[src/rtl/nlo_cfg.svh]
// constants of the near-limit offset block: register map, fields, reset values
`ifndef NLO_CFG_SVH
`define NLO_CFG_SVH

// ************************************************************
// fifo geometry and offsets
// ************************************************************
`define NLO_NCH             2
`define NLO_CNT_W           10
`define NLO_DEPTH           10'h200
`define NLO_OFF_W           8
`define NLO_OFF_DEFAULT     8'h80
`define NLO_PIN_W           12

// ************************************************************
// apb register map (byte addresses)
// ************************************************************
`define NLO_ADDR_W          8
`define NLO_REG_CTRL        8'h00
`define NLO_REG_STATUS      8'h04
`define NLO_REG_OFFS_A      8'h08
`define NLO_REG_OFFS_B      8'h0C
`define NLO_REG_COUNT_A     8'h10
`define NLO_REG_COUNT_B     8'h14
`define NLO_REG_IRQ_STAT    8'h18
`define NLO_REG_IRQ_MASK    8'h1C

// ************************************************************
// field positions and reset values
// ************************************************************
`define NLO_OFFS_X_LSB      0
`define NLO_OFFS_Y_LSB      8
`define NLO_STAT_FLAG_LSB   0
`define NLO_STAT_OPEN_LSB   2
`define NLO_IRQ_W           4
`define NLO_IRQ_FLAG_LSB    0
`define NLO_IRQ_PROG_LSB    2
`define NLO_PIN_RST         12'h004

`endif

[src/rtl/nlo_pkg.sv]
// types shared by the near-limit offset block
package nlo_pkg;
`include "nlo_cfg.svh"

   // programming window: open after clear, one and two offset loads, shut
   typedef enum logic [1:0] {
      NLO_OPEN = 2'b00,
      NLO_ONE  = 2'b01,
      NLO_TWO  = 2'b11,
      NLO_SHUT = 2'b10
   } nlo_phase_t;

   typedef struct packed {
      nlo_phase_t             phase;
      logic [`NLO_OFF_W-1:0]  off_x;
      logic [`NLO_OFF_W-1:0]  off_y;
      logic [`NLO_CNT_W-1:0]  cnt;
      logic                   flag;
      logic                   ld_lvl;
      logic                   un_lvl;
   } nlo_chan_t;

   typedef struct packed {
      logic [31:0]            prdata;
      logic [`NLO_NCH-1:0]    soft_clr;
   } nlo_apb_t;

   typedef struct packed {
      logic [`NLO_IRQ_W-1:0]  stat;
      logic [`NLO_IRQ_W-1:0]  mask;
   } nlo_irq_st_t;

endpackage

[src/rtl/nlo_if.sv]
// event and interrupt-register carrier between the top and the interrupt block
`timescale 1ns/1ps
`include "nlo_cfg.svh"
interface nlo_if;
   logic [`NLO_IRQ_W-1:0] ev;
   logic                  wr_stat;
   logic                  wr_mask;
   logic [`NLO_IRQ_W-1:0] wdata;
   logic [`NLO_IRQ_W-1:0] stat;
   logic [`NLO_IRQ_W-1:0] mask;
   logic                  irq;

   modport src (output ev, output wr_stat, output wr_mask, output wdata,
                input stat, input mask, input irq);
   modport irq_side (input ev, input wr_stat, input wr_mask, input wdata,
                     output stat, output mask, output irq);
endinterface

[src/rtl/nlo_top.sv]
// near-limit flag and offset programming for two fifos, with apb registers
//
// Operation
// - each near-limit flag is high when the word count is at or below x or at or above 512-y.
// - offsets load only between a fifo clear and the first data word written.
// - the first strobe rise with program enable low loads the low data byte into x and y.
// - a second strobe rise with program enable still low reloads y alone from the data byte.
// - each offset is an unsigned eight-bit value of at most 255.
// - with program enable never lowered both offsets stay at 128.
// - strobe rises that load offsets write no word and leave the count alone.
// - fifo b is programmed the same way from its own enable, strobe and low data byte.
// - a fifo clear forces that fifo's near-limit flag high.
//
// Register access over APB and the placing of the registers were decided locally.
`timescale 1ns/1ps
`include "nlo_cfg.svh"
module nlo_top
   import nlo_pkg::*;
(
   input  wire logic                    pclk,
   input  wire logic                    presetn,
   input  wire logic                    psel,
   input  wire logic                    penable,
   input  wire logic                    pwrite,
   input  wire logic [`NLO_ADDR_W-1:0]  paddr,
   input  wire logic [31:0]             pwdata,
   output      logic [31:0]             prdata,
   output      logic                    pready,
   output      logic                    pslverr,
   output      logic                    irq,
   input  wire logic                    load_strobe_a,
   input  wire logic                    unload_strobe_a,
   input  wire logic                    offset_prog_enable_n_a,
   input  wire logic                    fifo_a_clear_n,
   input  wire logic [`NLO_OFF_W-1:0]   port_a_low_byte,
   output      logic                    near_limit_flag_a,
   input  wire logic                    load_strobe_b,
   input  wire logic                    unload_strobe_b,
   input  wire logic                    offset_prog_enable_n_b,
   input  wire logic                    fifo_b_clear_n,
   input  wire logic [`NLO_OFF_W-1:0]   port_b_low_byte,
   output      logic                    near_limit_flag_b
);

   // ************************************************************
   // shared signals
   // ************************************************************
   localparam int NCH = `NLO_NCH;

   logic [`NLO_PIN_W-1:0]  pin_raw [NCH];
   logic [`NLO_PIN_W-1:0]  pin_lvl [NCH];
   logic [NCH-1:0]         flag_v;
   logic [NCH-1:0]         open_v;
   logic [NCH-1:0]         ev_flag_v;
   logic [NCH-1:0]         ev_prog_v;
   logic [`NLO_OFF_W-1:0]  x_v     [NCH];
   logic [`NLO_OFF_W-1:0]  y_v     [NCH];
   logic [`NLO_CNT_W-1:0]  cnt_v   [NCH];

   nlo_apb_t               apb_r;
   nlo_apb_t               apb_nxt;

   nlo_if                  irq_bus ();

   // pin order in each vector: byte, clear_n, enable_n, unload, load
   assign pin_raw[0] = {port_a_low_byte, fifo_a_clear_n, offset_prog_enable_n_a,
                        unload_strobe_a, load_strobe_a};
   assign pin_raw[1] = {port_b_low_byte, fifo_b_clear_n, offset_prog_enable_n_b,
                        unload_strobe_b, load_strobe_b};

   // ************************************************************
   // per-fifo channel
   // ************************************************************
   for (genvar i = 0; i < NCH; i++) begin : g_ch
      nlo_chan_t              ch_r;
      nlo_chan_t              ch_nxt;
      logic                   ld;
      logic                   un;
      logic                   pen_n;
      logic                   clearing;
      logic [`NLO_OFF_W-1:0]  dbyte;
      logic                   rise_ld;
      logic                   rise_un;
      logic                   wr_word;
      logic                   inc;
      logic                   dec;
      logic                   prog;
      logic                   near_empty;
      logic                   near_full;

      // the pins cross from the fifo's own timing domain
      // the byte rides the same filter as the strobe so both arrive together
      nlo_sync #(
         .W   (`NLO_PIN_W),
         .RST (`NLO_PIN_RST)
      ) u_sync (
         .pclk    (pclk),
         .presetn (presetn),
         .din     (pin_raw[i]),
         .lvl     (pin_lvl[i])
      );

      assign ld       = pin_lvl[i][0];
      assign un       = pin_lvl[i][1];
      assign pen_n    = pin_lvl[i][2];
      assign clearing = ~pin_lvl[i][3] | apb_r.soft_clr[i];
      assign dbyte    = pin_lvl[i][`NLO_PIN_W-1:4];

      always_comb begin
         ch_nxt        = ch_r;
         ch_nxt.ld_lvl = ld;
         ch_nxt.un_lvl = un;
         rise_ld       = ld & ~ch_r.ld_lvl;
         rise_un       = un & ~ch_r.un_lvl;
         wr_word       = 1'b0;
         prog          = 1'b0;
         if (clearing) begin
            // clear restores defaults and reopens the window
            // strobes seen during a clear are dropped, not held over
            ch_nxt.phase = NLO_OPEN;
            ch_nxt.off_x = `NLO_OFF_DEFAULT;
            ch_nxt.off_y = `NLO_OFF_DEFAULT;
         end else if (rise_ld) begin
            unique case (ch_r.phase)
               NLO_OPEN: begin
                  if (!pen_n) begin
                     // first load sets both offsets
                     ch_nxt.off_x = dbyte;
                     ch_nxt.off_y = dbyte;
                     ch_nxt.phase = NLO_ONE;
                     prog         = 1'b1;
                  end else begin
                     // first data word closes the window
                     wr_word      = 1'b1;
                     ch_nxt.phase = NLO_SHUT;
                  end
               end
               NLO_ONE: begin
                  if (!pen_n) begin
                     // second load replaces y only
                     ch_nxt.off_y = dbyte;
                     ch_nxt.phase = NLO_TWO;
                     prog         = 1'b1;
                  end else begin
                     wr_word      = 1'b1;
                     ch_nxt.phase = NLO_SHUT;
                  end
               end
               NLO_TWO: begin
                  // a third edge with enable still low is swallowed
                  if (pen_n) begin
                     wr_word      = 1'b1;
                     ch_nxt.phase = NLO_SHUT;
                  end
               end
               NLO_SHUT: begin
                  // enable is ignored once data has been stored
                  wr_word = 1'b1;
               end
            endcase
         end
         // the count stops at 512 and at 0 instead of wrapping
         // programming edges never reach the count
         inc = wr_word & (ch_r.cnt != `NLO_DEPTH);
         dec = rise_un & ~clearing & (ch_r.cnt != '0);
         if (clearing) begin
            ch_nxt.cnt = '0;
         end else begin
            ch_nxt.cnt = ch_r.cnt + {{(`NLO_CNT_W-1){1'b0}}, inc}
                                  - {{(`NLO_CNT_W-1){1'b0}}, dec};
         end
         // flag follows the next count so it never lags a cycle
         near_empty  = (ch_nxt.cnt <= {2'b00, ch_nxt.off_x});
         near_full   = (ch_nxt.cnt >= (`NLO_DEPTH - {2'b00, ch_nxt.off_y}));
         ch_nxt.flag = clearing | near_empty | near_full;
         ev_flag_v[i] = ch_nxt.flag & ~ch_r.flag;
         ev_prog_v[i] = prog;
      end

      always_ff @(posedge pclk or negedge presetn) begin
         if (!presetn) begin
            ch_r.phase  <= NLO_OPEN;
            ch_r.off_x  <= `NLO_OFF_DEFAULT;
            ch_r.off_y  <= `NLO_OFF_DEFAULT;
            ch_r.cnt    <= '0;
            ch_r.flag   <= 1'b1;
            ch_r.ld_lvl <= 1'b0;
            ch_r.un_lvl <= 1'b0;
         end else begin
            ch_r <= ch_nxt;
         end
      end

      assign flag_v[i] = ch_r.flag;
      assign open_v[i] = (ch_r.phase != NLO_SHUT);
      assign x_v[i]    = ch_r.off_x;
      assign y_v[i]    = ch_r.off_y;
      assign cnt_v[i]  = ch_r.cnt;
   end

   // ************************************************************
   // flag outputs
   // ************************************************************
   // both flags leave straight from the channel registers
   assign near_limit_flag_a = flag_v[0];
   assign near_limit_flag_b = flag_v[1];

   // ************************************************************
   // apb slave
   // ************************************************************
   logic setup_ph;
   logic access_ph;
   logic hit;
   logic wr_hit;

   assign setup_ph  = psel & ~penable;
   assign access_ph = psel & penable;

   function automatic logic decode(input logic [`NLO_ADDR_W-1:0] a);
      logic ok;
      ok = 1'b0;
      case (a)
         `NLO_REG_CTRL, `NLO_REG_STATUS, `NLO_REG_OFFS_A, `NLO_REG_OFFS_B,
         `NLO_REG_COUNT_A, `NLO_REG_COUNT_B, `NLO_REG_IRQ_STAT,
         `NLO_REG_IRQ_MASK: ok = 1'b1;
         default: ok = 1'b0;
      endcase
      return ok;
   endfunction

   function automatic logic [31:0] offs_word(input logic [`NLO_OFF_W-1:0] x,
                                             input logic [`NLO_OFF_W-1:0] y);
      logic [31:0] w;
      w = '0;
      w[`NLO_OFFS_X_LSB +: `NLO_OFF_W] = x;
      w[`NLO_OFFS_Y_LSB +: `NLO_OFF_W] = y;
      return w;
   endfunction

   assign hit = decode(paddr);

   // writes land only at the access edge; unmapped writes are dropped
   assign wr_hit = access_ph & pwrite & hit;

   // read data is captured in the setup cycle so prdata comes from a flop
   // and the slave still answers with no wait state
   always_comb begin
      apb_nxt          = apb_r;
      apb_nxt.soft_clr = '0;
      if (setup_ph) begin
         apb_nxt.prdata = '0;
         case (paddr)
            `NLO_REG_STATUS: begin
               apb_nxt.prdata[`NLO_STAT_FLAG_LSB +: NCH] = flag_v;
               apb_nxt.prdata[`NLO_STAT_OPEN_LSB +: NCH] = open_v;
            end
            `NLO_REG_OFFS_A:   apb_nxt.prdata = offs_word(x_v[0], y_v[0]);
            `NLO_REG_OFFS_B:   apb_nxt.prdata = offs_word(x_v[1], y_v[1]);
            `NLO_REG_COUNT_A:  apb_nxt.prdata[`NLO_CNT_W-1:0] = cnt_v[0];
            `NLO_REG_COUNT_B:  apb_nxt.prdata[`NLO_CNT_W-1:0] = cnt_v[1];
            `NLO_REG_IRQ_STAT: apb_nxt.prdata[`NLO_IRQ_W-1:0] = irq_bus.stat;
            `NLO_REG_IRQ_MASK: apb_nxt.prdata[`NLO_IRQ_W-1:0] = irq_bus.mask;
            default:           apb_nxt.prdata = '0;
         endcase
      end
      // soft clear acts for one cycle, like a short pulse on the clear pin
      if (wr_hit && (paddr == `NLO_REG_CTRL)) begin
         apb_nxt.soft_clr = pwdata[NCH-1:0];
      end
   end

   always_ff @(posedge pclk or negedge presetn) begin
      if (!presetn) begin
         apb_r <= '0;
      end else begin
         apb_r <= apb_nxt;
      end
   end

   assign prdata  = apb_r.prdata;
   // every access completes in its first access cycle, no wait states
   assign pready  = 1'b1;
   // misaligned or unmapped addresses answer with an error and read zero
   assign pslverr = access_ph & ~hit;

   // ************************************************************
   // interrupts
   // ************************************************************
   assign irq_bus.ev      = {ev_prog_v, ev_flag_v};
   assign irq_bus.wr_stat = wr_hit & (paddr == `NLO_REG_IRQ_STAT);
   assign irq_bus.wr_mask = wr_hit & (paddr == `NLO_REG_IRQ_MASK);
   assign irq_bus.wdata   = pwdata[`NLO_IRQ_W-1:0];
   assign irq             = irq_bus.irq;

   nlo_irq u_irq (
      .pclk    (pclk),
      .presetn (presetn),
      .bus     (irq_bus.irq_side)
   );

endmodule

[src/rtl/nlo_sync.sv]
// three-stage pin synchroniser with agreement filter
`timescale 1ns/1ps
module nlo_sync #(
   parameter int              W   = 1,
   parameter logic [W-1:0]    RST = '0
) (
   input  wire logic          pclk,
   input  wire logic          presetn,
   input  wire logic [W-1:0]  din,
   output      logic [W-1:0]  lvl
);
   typedef struct packed {
      logic [W-1:0] s1;
      logic [W-1:0] s2;
      logic [W-1:0] s3;
      logic [W-1:0] lvl;
   } nlo_sync_st_t;

   nlo_sync_st_t s_r;
   nlo_sync_st_t s_nxt;

   // s1 feeds only s2; a bit moves once s2 and s3 agree
   always_comb begin
      s_nxt     = s_r;
      s_nxt.s1  = din;
      s_nxt.s2  = s_r.s1;
      s_nxt.s3  = s_r.s2;
      s_nxt.lvl = (~(s_r.s2 ^ s_r.s3) & s_r.s3) | ((s_r.s2 ^ s_r.s3) & s_r.lvl);
   end

   always_ff @(posedge pclk or negedge presetn) begin
      if (!presetn) begin
         s_r <= {RST, RST, RST, RST};
      end else begin
         s_r <= s_nxt;
      end
   end

   assign lvl = s_r.lvl;
endmodule

[src/rtl/nlo_irq.sv]
// sticky interrupt status with write-one-to-clear and mask
`timescale 1ns/1ps
module nlo_irq
   import nlo_pkg::*;
(
   input  wire logic  pclk,
   input  wire logic  presetn,
   nlo_if.irq_side    bus
);
   nlo_irq_st_t s_r;
   nlo_irq_st_t s_nxt;

   // an event in the clearing cycle survives: set wins over clear
   always_comb begin
      s_nxt      = s_r;
      s_nxt.stat = (s_r.stat & ~(bus.wr_stat ? bus.wdata : '0)) | bus.ev;
      if (bus.wr_mask) begin
         s_nxt.mask = bus.wdata;
      end
   end

   always_ff @(posedge pclk or negedge presetn) begin
      if (!presetn) begin
         s_r <= '0;
      end else begin
         s_r <= s_nxt;
      end
   end

   assign bus.stat = s_r.stat;
   assign bus.mask = s_r.mask;
   assign bus.irq  = |(s_r.stat & s_r.mask);
endmodule

[config.mk]
export PLATFORM = sky130hd
export DESIGN_NAME = nlo_top
export DESIGN_NICKNAME = d
export VERILOG_FILES = /design/src/rtl/nlo_pkg.sv /design/src/rtl/nlo_if.sv /design/src/rtl/nlo_top.sv /design/src/rtl/nlo_sync.sv /design/src/rtl/nlo_irq.sv
export VERILOG_INCLUDE_DIRS = /design/src /design/src/rtl
export SDC_FILE = /design/constraint.sdc
export NUM_CORES = 1
export LEC_CHECK = 0
export ABC_AREA = 1
export BUFFER_PORTS_ARGS = -buffer_cell sky130_fd_sc_hd__buf_4
export CAP_MARGIN = 20
export CORE_MARGIN = 10
export CORE_UTILIZATION = 59
export DETAILED_ROUTE_END_ITERATION = 7
export GPL_TIMING_DRIVEN = 0
export PLACE_DENSITY = 0.77
export SYNTH_ARGS = -nofsm -noshare
export SYNTH_HDL_FRONTEND = slang
export SYNTH_SLANG_ARGS = --single-unit
[constraint.sdc]
create_clock -name pclk -period 4.1 [get_ports pclk]
set_input_delay 0.41 -clock pclk [delete_from_list [all_inputs] [get_ports pclk]]
set_output_delay 0.41 -clock pclk [all_outputs]
set_load 0.05 [all_outputs]
==> After elaboration in Yosys (flattened, before gate mapping) <==
Memories as Yosys holds them, arrays and structs flattened.
Cells that the tools add are included.
{ "word_totals": {"ff_bits": 200, "romBits": 32, "out_inout_bits": 37, "mem_count": 1} }
{ "mem_list": {"columns": ["name", "depth", "width", "read_ports", "rd_clocked_by_memory_dff", "write_ports", "line_no", "source"], "rows": [
  ["(name not given)", 32, 1, 1, 0, 0, "nlo_top.sv:222", "case (a)"]
]} }
{ "op_classes": {"n_reduce_logical": 18, "n_eq_ne": 19, "order_cmp": 4, "n_mux": 44, "bitwise_logic": 51, "add_sub_neg": 6} }
{ "ops": {"columns": ["op", "n"], "rows": [
  ["18-bit 2-to-1 mux", 4],
  ["12-bit bitwise AND", 4],
  ["8-bit by 5-bit == test with 1-bit output (second input constant)", 4],
  ["16-bit 2-to-1 mux", 2],
  ["8-bit 2-to-1 mux", 4],
  ["8-bit one-hot mux with 2 select lines", 2],
  ["4-bit one-hot mux with 7 select lines", 1],
  ["12-bit inverter", 2],
  ["12-bit bitwise OR", 2],
  ["6-bit one-hot mux with 4 select lines", 1],
  ["12-bit bitwise XOR", 2],
  ["10-bit by 1-bit adder with 10-bit output", 2],
  ["10-bit greater-or-equal comparator", 2],
  ["10-bit by 8-bit less-or-equal comparator with 1-bit output", 2],
  ["10-bit 2-to-1 mux", 2],
  ["10-bit != test (second input constant)", 2],
  ["10-bit nonzero test", 2],
  ["10-bit by 1-bit subtractor with 10-bit output", 2],
  ["10-bit by 8-bit subtractor with 10-bit output (first input constant)", 2],
  ["1-bit bitwise AND", 19],
  ["1-bit 2-to-1 mux", 17],
  ["8-bit by 4-bit == test with 1-bit output (second input constant)", 2],
  ["1-bit inverter", 12],
  ["2-bit one-hot mux with 3 select lines", 2],
  ["other kinds (23)", 46]
]} }

==> Longest topological paths before layout <==
{ "logic_depth": {"ltp_word": 14, "mapped_depth": 29} }

==> Hierarchy <==
Synthesis repeated with hierarchy kept, for this count alone.
{ "unflattened": {"cells_unflattened": 1110, "area_unflattened_um2": 9601.7} }
{ "modules_own_cells": {"columns": ["module", "instances", "cells_per_inst", "seq_area_each_um2", "area_per_inst_um2"], "rows": [
  ["nlo_top", 1, 849, 2009.4, 6274.8],
  ["nlo_sync", 2, 108, 1206.2, 1491.4],
  ["nlo_irq", 1, 45, 200.2, 344.1]
]} }

==> Worst setup path after synthesis <==
Ideal clock, no wire load.
{ "synth_path": {"kind": "reg2reg", "from": "register apb_r[0] in the netlist's numbering", "to": "register u_irq.s_r, in the netlist u_irq.bus.stat[0]", "setup_time_ps": 121, "arrival_time_ps": 3602, "required_time_ps": 3979, "path_stages_with_launch": 26, "n_path_buf": 2, "slack_ps": 377, "path_cell_list": "dfrtp_1 -> nor2_8 -> buf_4 -> clkbuf_1 -> o2111ai_1 -> ha_1 -> inv_1 -> ha_1 -> fa_1 -> nand3_1 -> a21oi_1 -> o21ai_0 -> nand2_1 -> o21ai_0 -> a21oi_1 -> ha_1 -> nand2_1 -> inv_1 -> nand4_1 -> nand3b_1 -> o21ai_0 -> nand2_1 -> nand2_1 -> nand3_2 -> nand2_1 -> nand2_1"} }
{ "synth_rtl": {"columns": ["element", "line_no", "source"], "rows": [
  ["from (decl)", "nlo_top.sv:60", "nlo_apb_t apb_r;"],
  ["from (signal assigned)", "nlo_top.sv:276", "apb_r <= apb_nxt;"],
  ["to (signal assigned)", "nlo_irq.sv:26", "s_r <= s_nxt;"],
  ["to (decl)", "nlo_irq.sv:10", "nlo_irq_st_t s_r;"]
]} }

==> reports/metrics.yaml <==
status: "complete, no violations"
cts_tree: "yes"
ys_ff_latch: 184
overflow: 0
path_buf_inv: 3
fin_crit_ns: 3.86
hold_end: "g_ch[1].u_sync.s_nxt[31]$_DFF_PN0_"
cts_buffers: 17
async_flop_share_pct: 100
r2r_end: "u_irq.bus.stat[0]$_DFF_PN0_"
synth_area_per_cell_um2: 9.42
grtUsageTotal_pct: 20.0
maxSlewViolCount: 0
comb_power_share_pct: 41.5
min_path_cells: 1
hold_viol: 0
grt_pass1_wl_um: 32600
routedWlPerCell_um: 16.0
final_cell_mix: "dfrtp_1 (170), nand2_1 (164), inv_1 (154)"
synth_warnings: 0
numPortBuffers: 60
max_cap_viol_count: 0
yosysUniqueCellTypes: 43
layout.nets: 1213
r2r_start: "cnt_v[14]$_DFF_PN0_"
min_period_over_period_pct: 94.1
fp.dieH_um: 145
critPathLaunchType: "flip-flop"
max-slew-margin-rel_pct: 57.9
r2r_slack_ns: 0.24
area_growth_pct: 16.8
power.internal_mw: 3.83
clkLatencyLatePin_ns: 0.43
cp.depth: 27
cts_max_level: 4
dp_hpwl_um: 15000
finClkSkew_ns: 0.00891
cp.arrival_ns: 4.18
core-area_um2: 15200
crit_family: "simple AND/OR/NAND/NOR gates"
firstDrtPassIters: 5
swShare_pct: 39.4
final-setup-viol-count: 0
reg2reg_depth: 27
die_area_um2: 20900
synth_cells: 972
required_ns: 4.42
rows: 45
cpMostUsedCell: "nand2_1"
clock_sinks: 184
place.gp.congestion: 0.959
hold_path.class: "input port to flip-flop"
dr_total_vias: 6740
drt-vias-per-instance: 5.28
synth_edf_count: 0
synth_area_um2: 9160
leakagePower_nw: 5.60
clkTransAtPathRegs_ns: 0.07
die_x_um: 145
switching_power_mw: 2.49
drt_iter0_markers: 462
root_buffer: "clkbuf_16"
grt_max_degree: 125
peakVddDrop_uv: 348
critical-path-max-stage-delay_ns: 0.41
clockPowerShare_pct: 24.8
crit_type: "flip-flop to flip-flop"
worstHoldStart: "port_b_low_byte[3]"
worstMarginPinSlew_ns: 0.631
num_io_pins: 106
route.detailed.drc: 0
routed_wl_um: 20500
first_global_vias: 6730
cp_max_fo: 4
timing.fmax_ghz: 0.259
fin_total_pwr_mw: 6.32
cp_slowest_cell: "dfrtp_1"
synthFlopType: "dfrtp_1"
cp-end-kind: "flip-flop"
seq_power_share_pct: 33.7
power_per_cell_area_nw_per_um2: 591
initial_core_util_pct: 60.2
cts_max_path_buffers: 2
finalHoldWorstSlack_ns: 0.0779
n_antenna_cell: 0
final_common_cell: "dfrtp_1"
synth-seq-area-share_pct: 50.5
drive_gt1_share_pct: 21.7
ant_nets: 0
antenna_found_initial: 0
## how the worst max path moves through the flow
stage	start	end	slack (ns)
5_1_grt	cnt_v[14]$_DFF_PN0_	u_irq.bus.stat[0]$_DFF_PN0_	-0.04
3_3_place_gp	apb_r[1]$_DFF_PN0_	u_irq.bus.stat[1]$_DFF_PN0_	-0.31
6_report	cnt_v[14]$_DFF_PN0_	u_irq.bus.stat[0]$_DFF_PN0_	0.24
2_1_floorplan	apb_r[0]$_DFF_PN0_	u_irq.bus.stat[0]$_DFF_PN0_	0.38
4_1_cts	flip-flop	u_irq.bus.stat[1]$_DFF_PN0_	0.03
3_5_place_dp	apb_r[1]$_DFF_PN0_	u_irq.bus.stat[1]$_DFF_PN0_	-0.39
## metrics by stage
step / worst slack [ns] / util (%) / TNS [ns] / cells / instance area, um2
finish: 0.242 / 70.4 / 0 / 1276 / 10700
global route: -0.0418 / 70.4 / -0.0506 / 1276 / 10700
floorplan: 0.377 / - / 0 / 987 / 9210
detailed placement: -0.392 / 65.3 / -1.16 / 1236 / 9930
CTS: 0.0267 / 69.4 / 0 / 1270 / 10500
global placement: -0.310 / 65.1 / -1.01 / 1235 / 9900
## cell type report
type                    count  area, um2
plain buffers              43        332
inverters                 172        649
clock inverters             9       81.3
multi-input cells         587       3730
repair buffers             71        563
clock buffers              22        484
well taps                 188        235
flip-flops and latches    184       4620
fillers                  1201       4510
## power by group through the flow
stage	Sequential (mW)	Clock [mW]	Combinational, mW
final	2.13	1.57	2.62
after global placement	2.15	0	2.27
after detailed placement	2.16	0	2.35
after floorplan	2.13	0	1.79
after global routing	2.15	1.68	2.94
after CTS	2.12	1.59	2.41
## cells by family after synthesis
family                     Yosys count  synth area share, %
AOI/OAI and AO/OA                  146                 9.40
and+or+nand+nor                    321                 16.4
buffers and inverters              216                 10.5
adders and majority gates           92                 12.1
other                                2               0.0820
DFF                                184                 50.5
xor gates and xnor gates            11                 1.05
## cells in the mapped netlist (3+ instances only)
| library cell | n | area [um2] |
|---|---|---|
| o31ai_1 | 3 | 22.5 |
| nor3_1 | 7 | 35.0 |
| o22ai_1 | 19 | 119 |
| o2111ai_1 | 4 | 35.0 |
| dfrtp_1 | 170 | 4250 |
| nor2_4 | 7 | 78.8 |
| dfstp_2 | 14 | 368 |
| buf_4 | 35 | 263 |
| nor2_1 | 60 | 225 |
| nand2_1 | 168 | 631 |
| nor2_2 | 6 | 37.5 |
| a21oi_1 | 38 | 190 |
| o211ai_1 | 5 | 37.5 |
| a221oi_1 | 7 | 61.3 |
| inv_1 | 164 | 616 |
| ha_1 | 66 | 826 |
| clkbuf_1 | 5 | 18.8 |
| nand3b_1 | 4 | 30.0 |
| nand4_1 | 9 | 56.3 |
| nand3_2 | 15 | 150 |
| inv_2 | 8 | 30.0 |
| o21ai_1 | 7 | 35.0 |
| nand2_2 | 6 | 37.5 |
| o21bai_1 | 5 | 37.5 |
| xor2_1 | 9 | 78.8 |
| o21ai_0 | 48 | 240 |
| nand3_1 | 35 | 175 |
| maj3_1 | 24 | 240 |
## metal layers
| metal | up-vias | share of wire (%) | global-route usage (%) |
|---|---|---|---|
| met2 | 223 | 46 | 30.5 |
| met3 | 34 | 6.6 | 5.44 |
| met1 | 3170 | 46 | 26.9 |
| li1 | 3313 | - | - |
| met4 | 0 | 2.3 | 7.13 |
| met5 | - | 0 | 0 |
## timing repair
action,in CTS,in global routing
setup endpoints to repair,4,4
buffers inserted,2,7
resized for setup,9,46
hold buffers,1,0
endpoints found under the hold margin,54,0
pin swaps,2,13
Power figures use the tool's default switching activity.
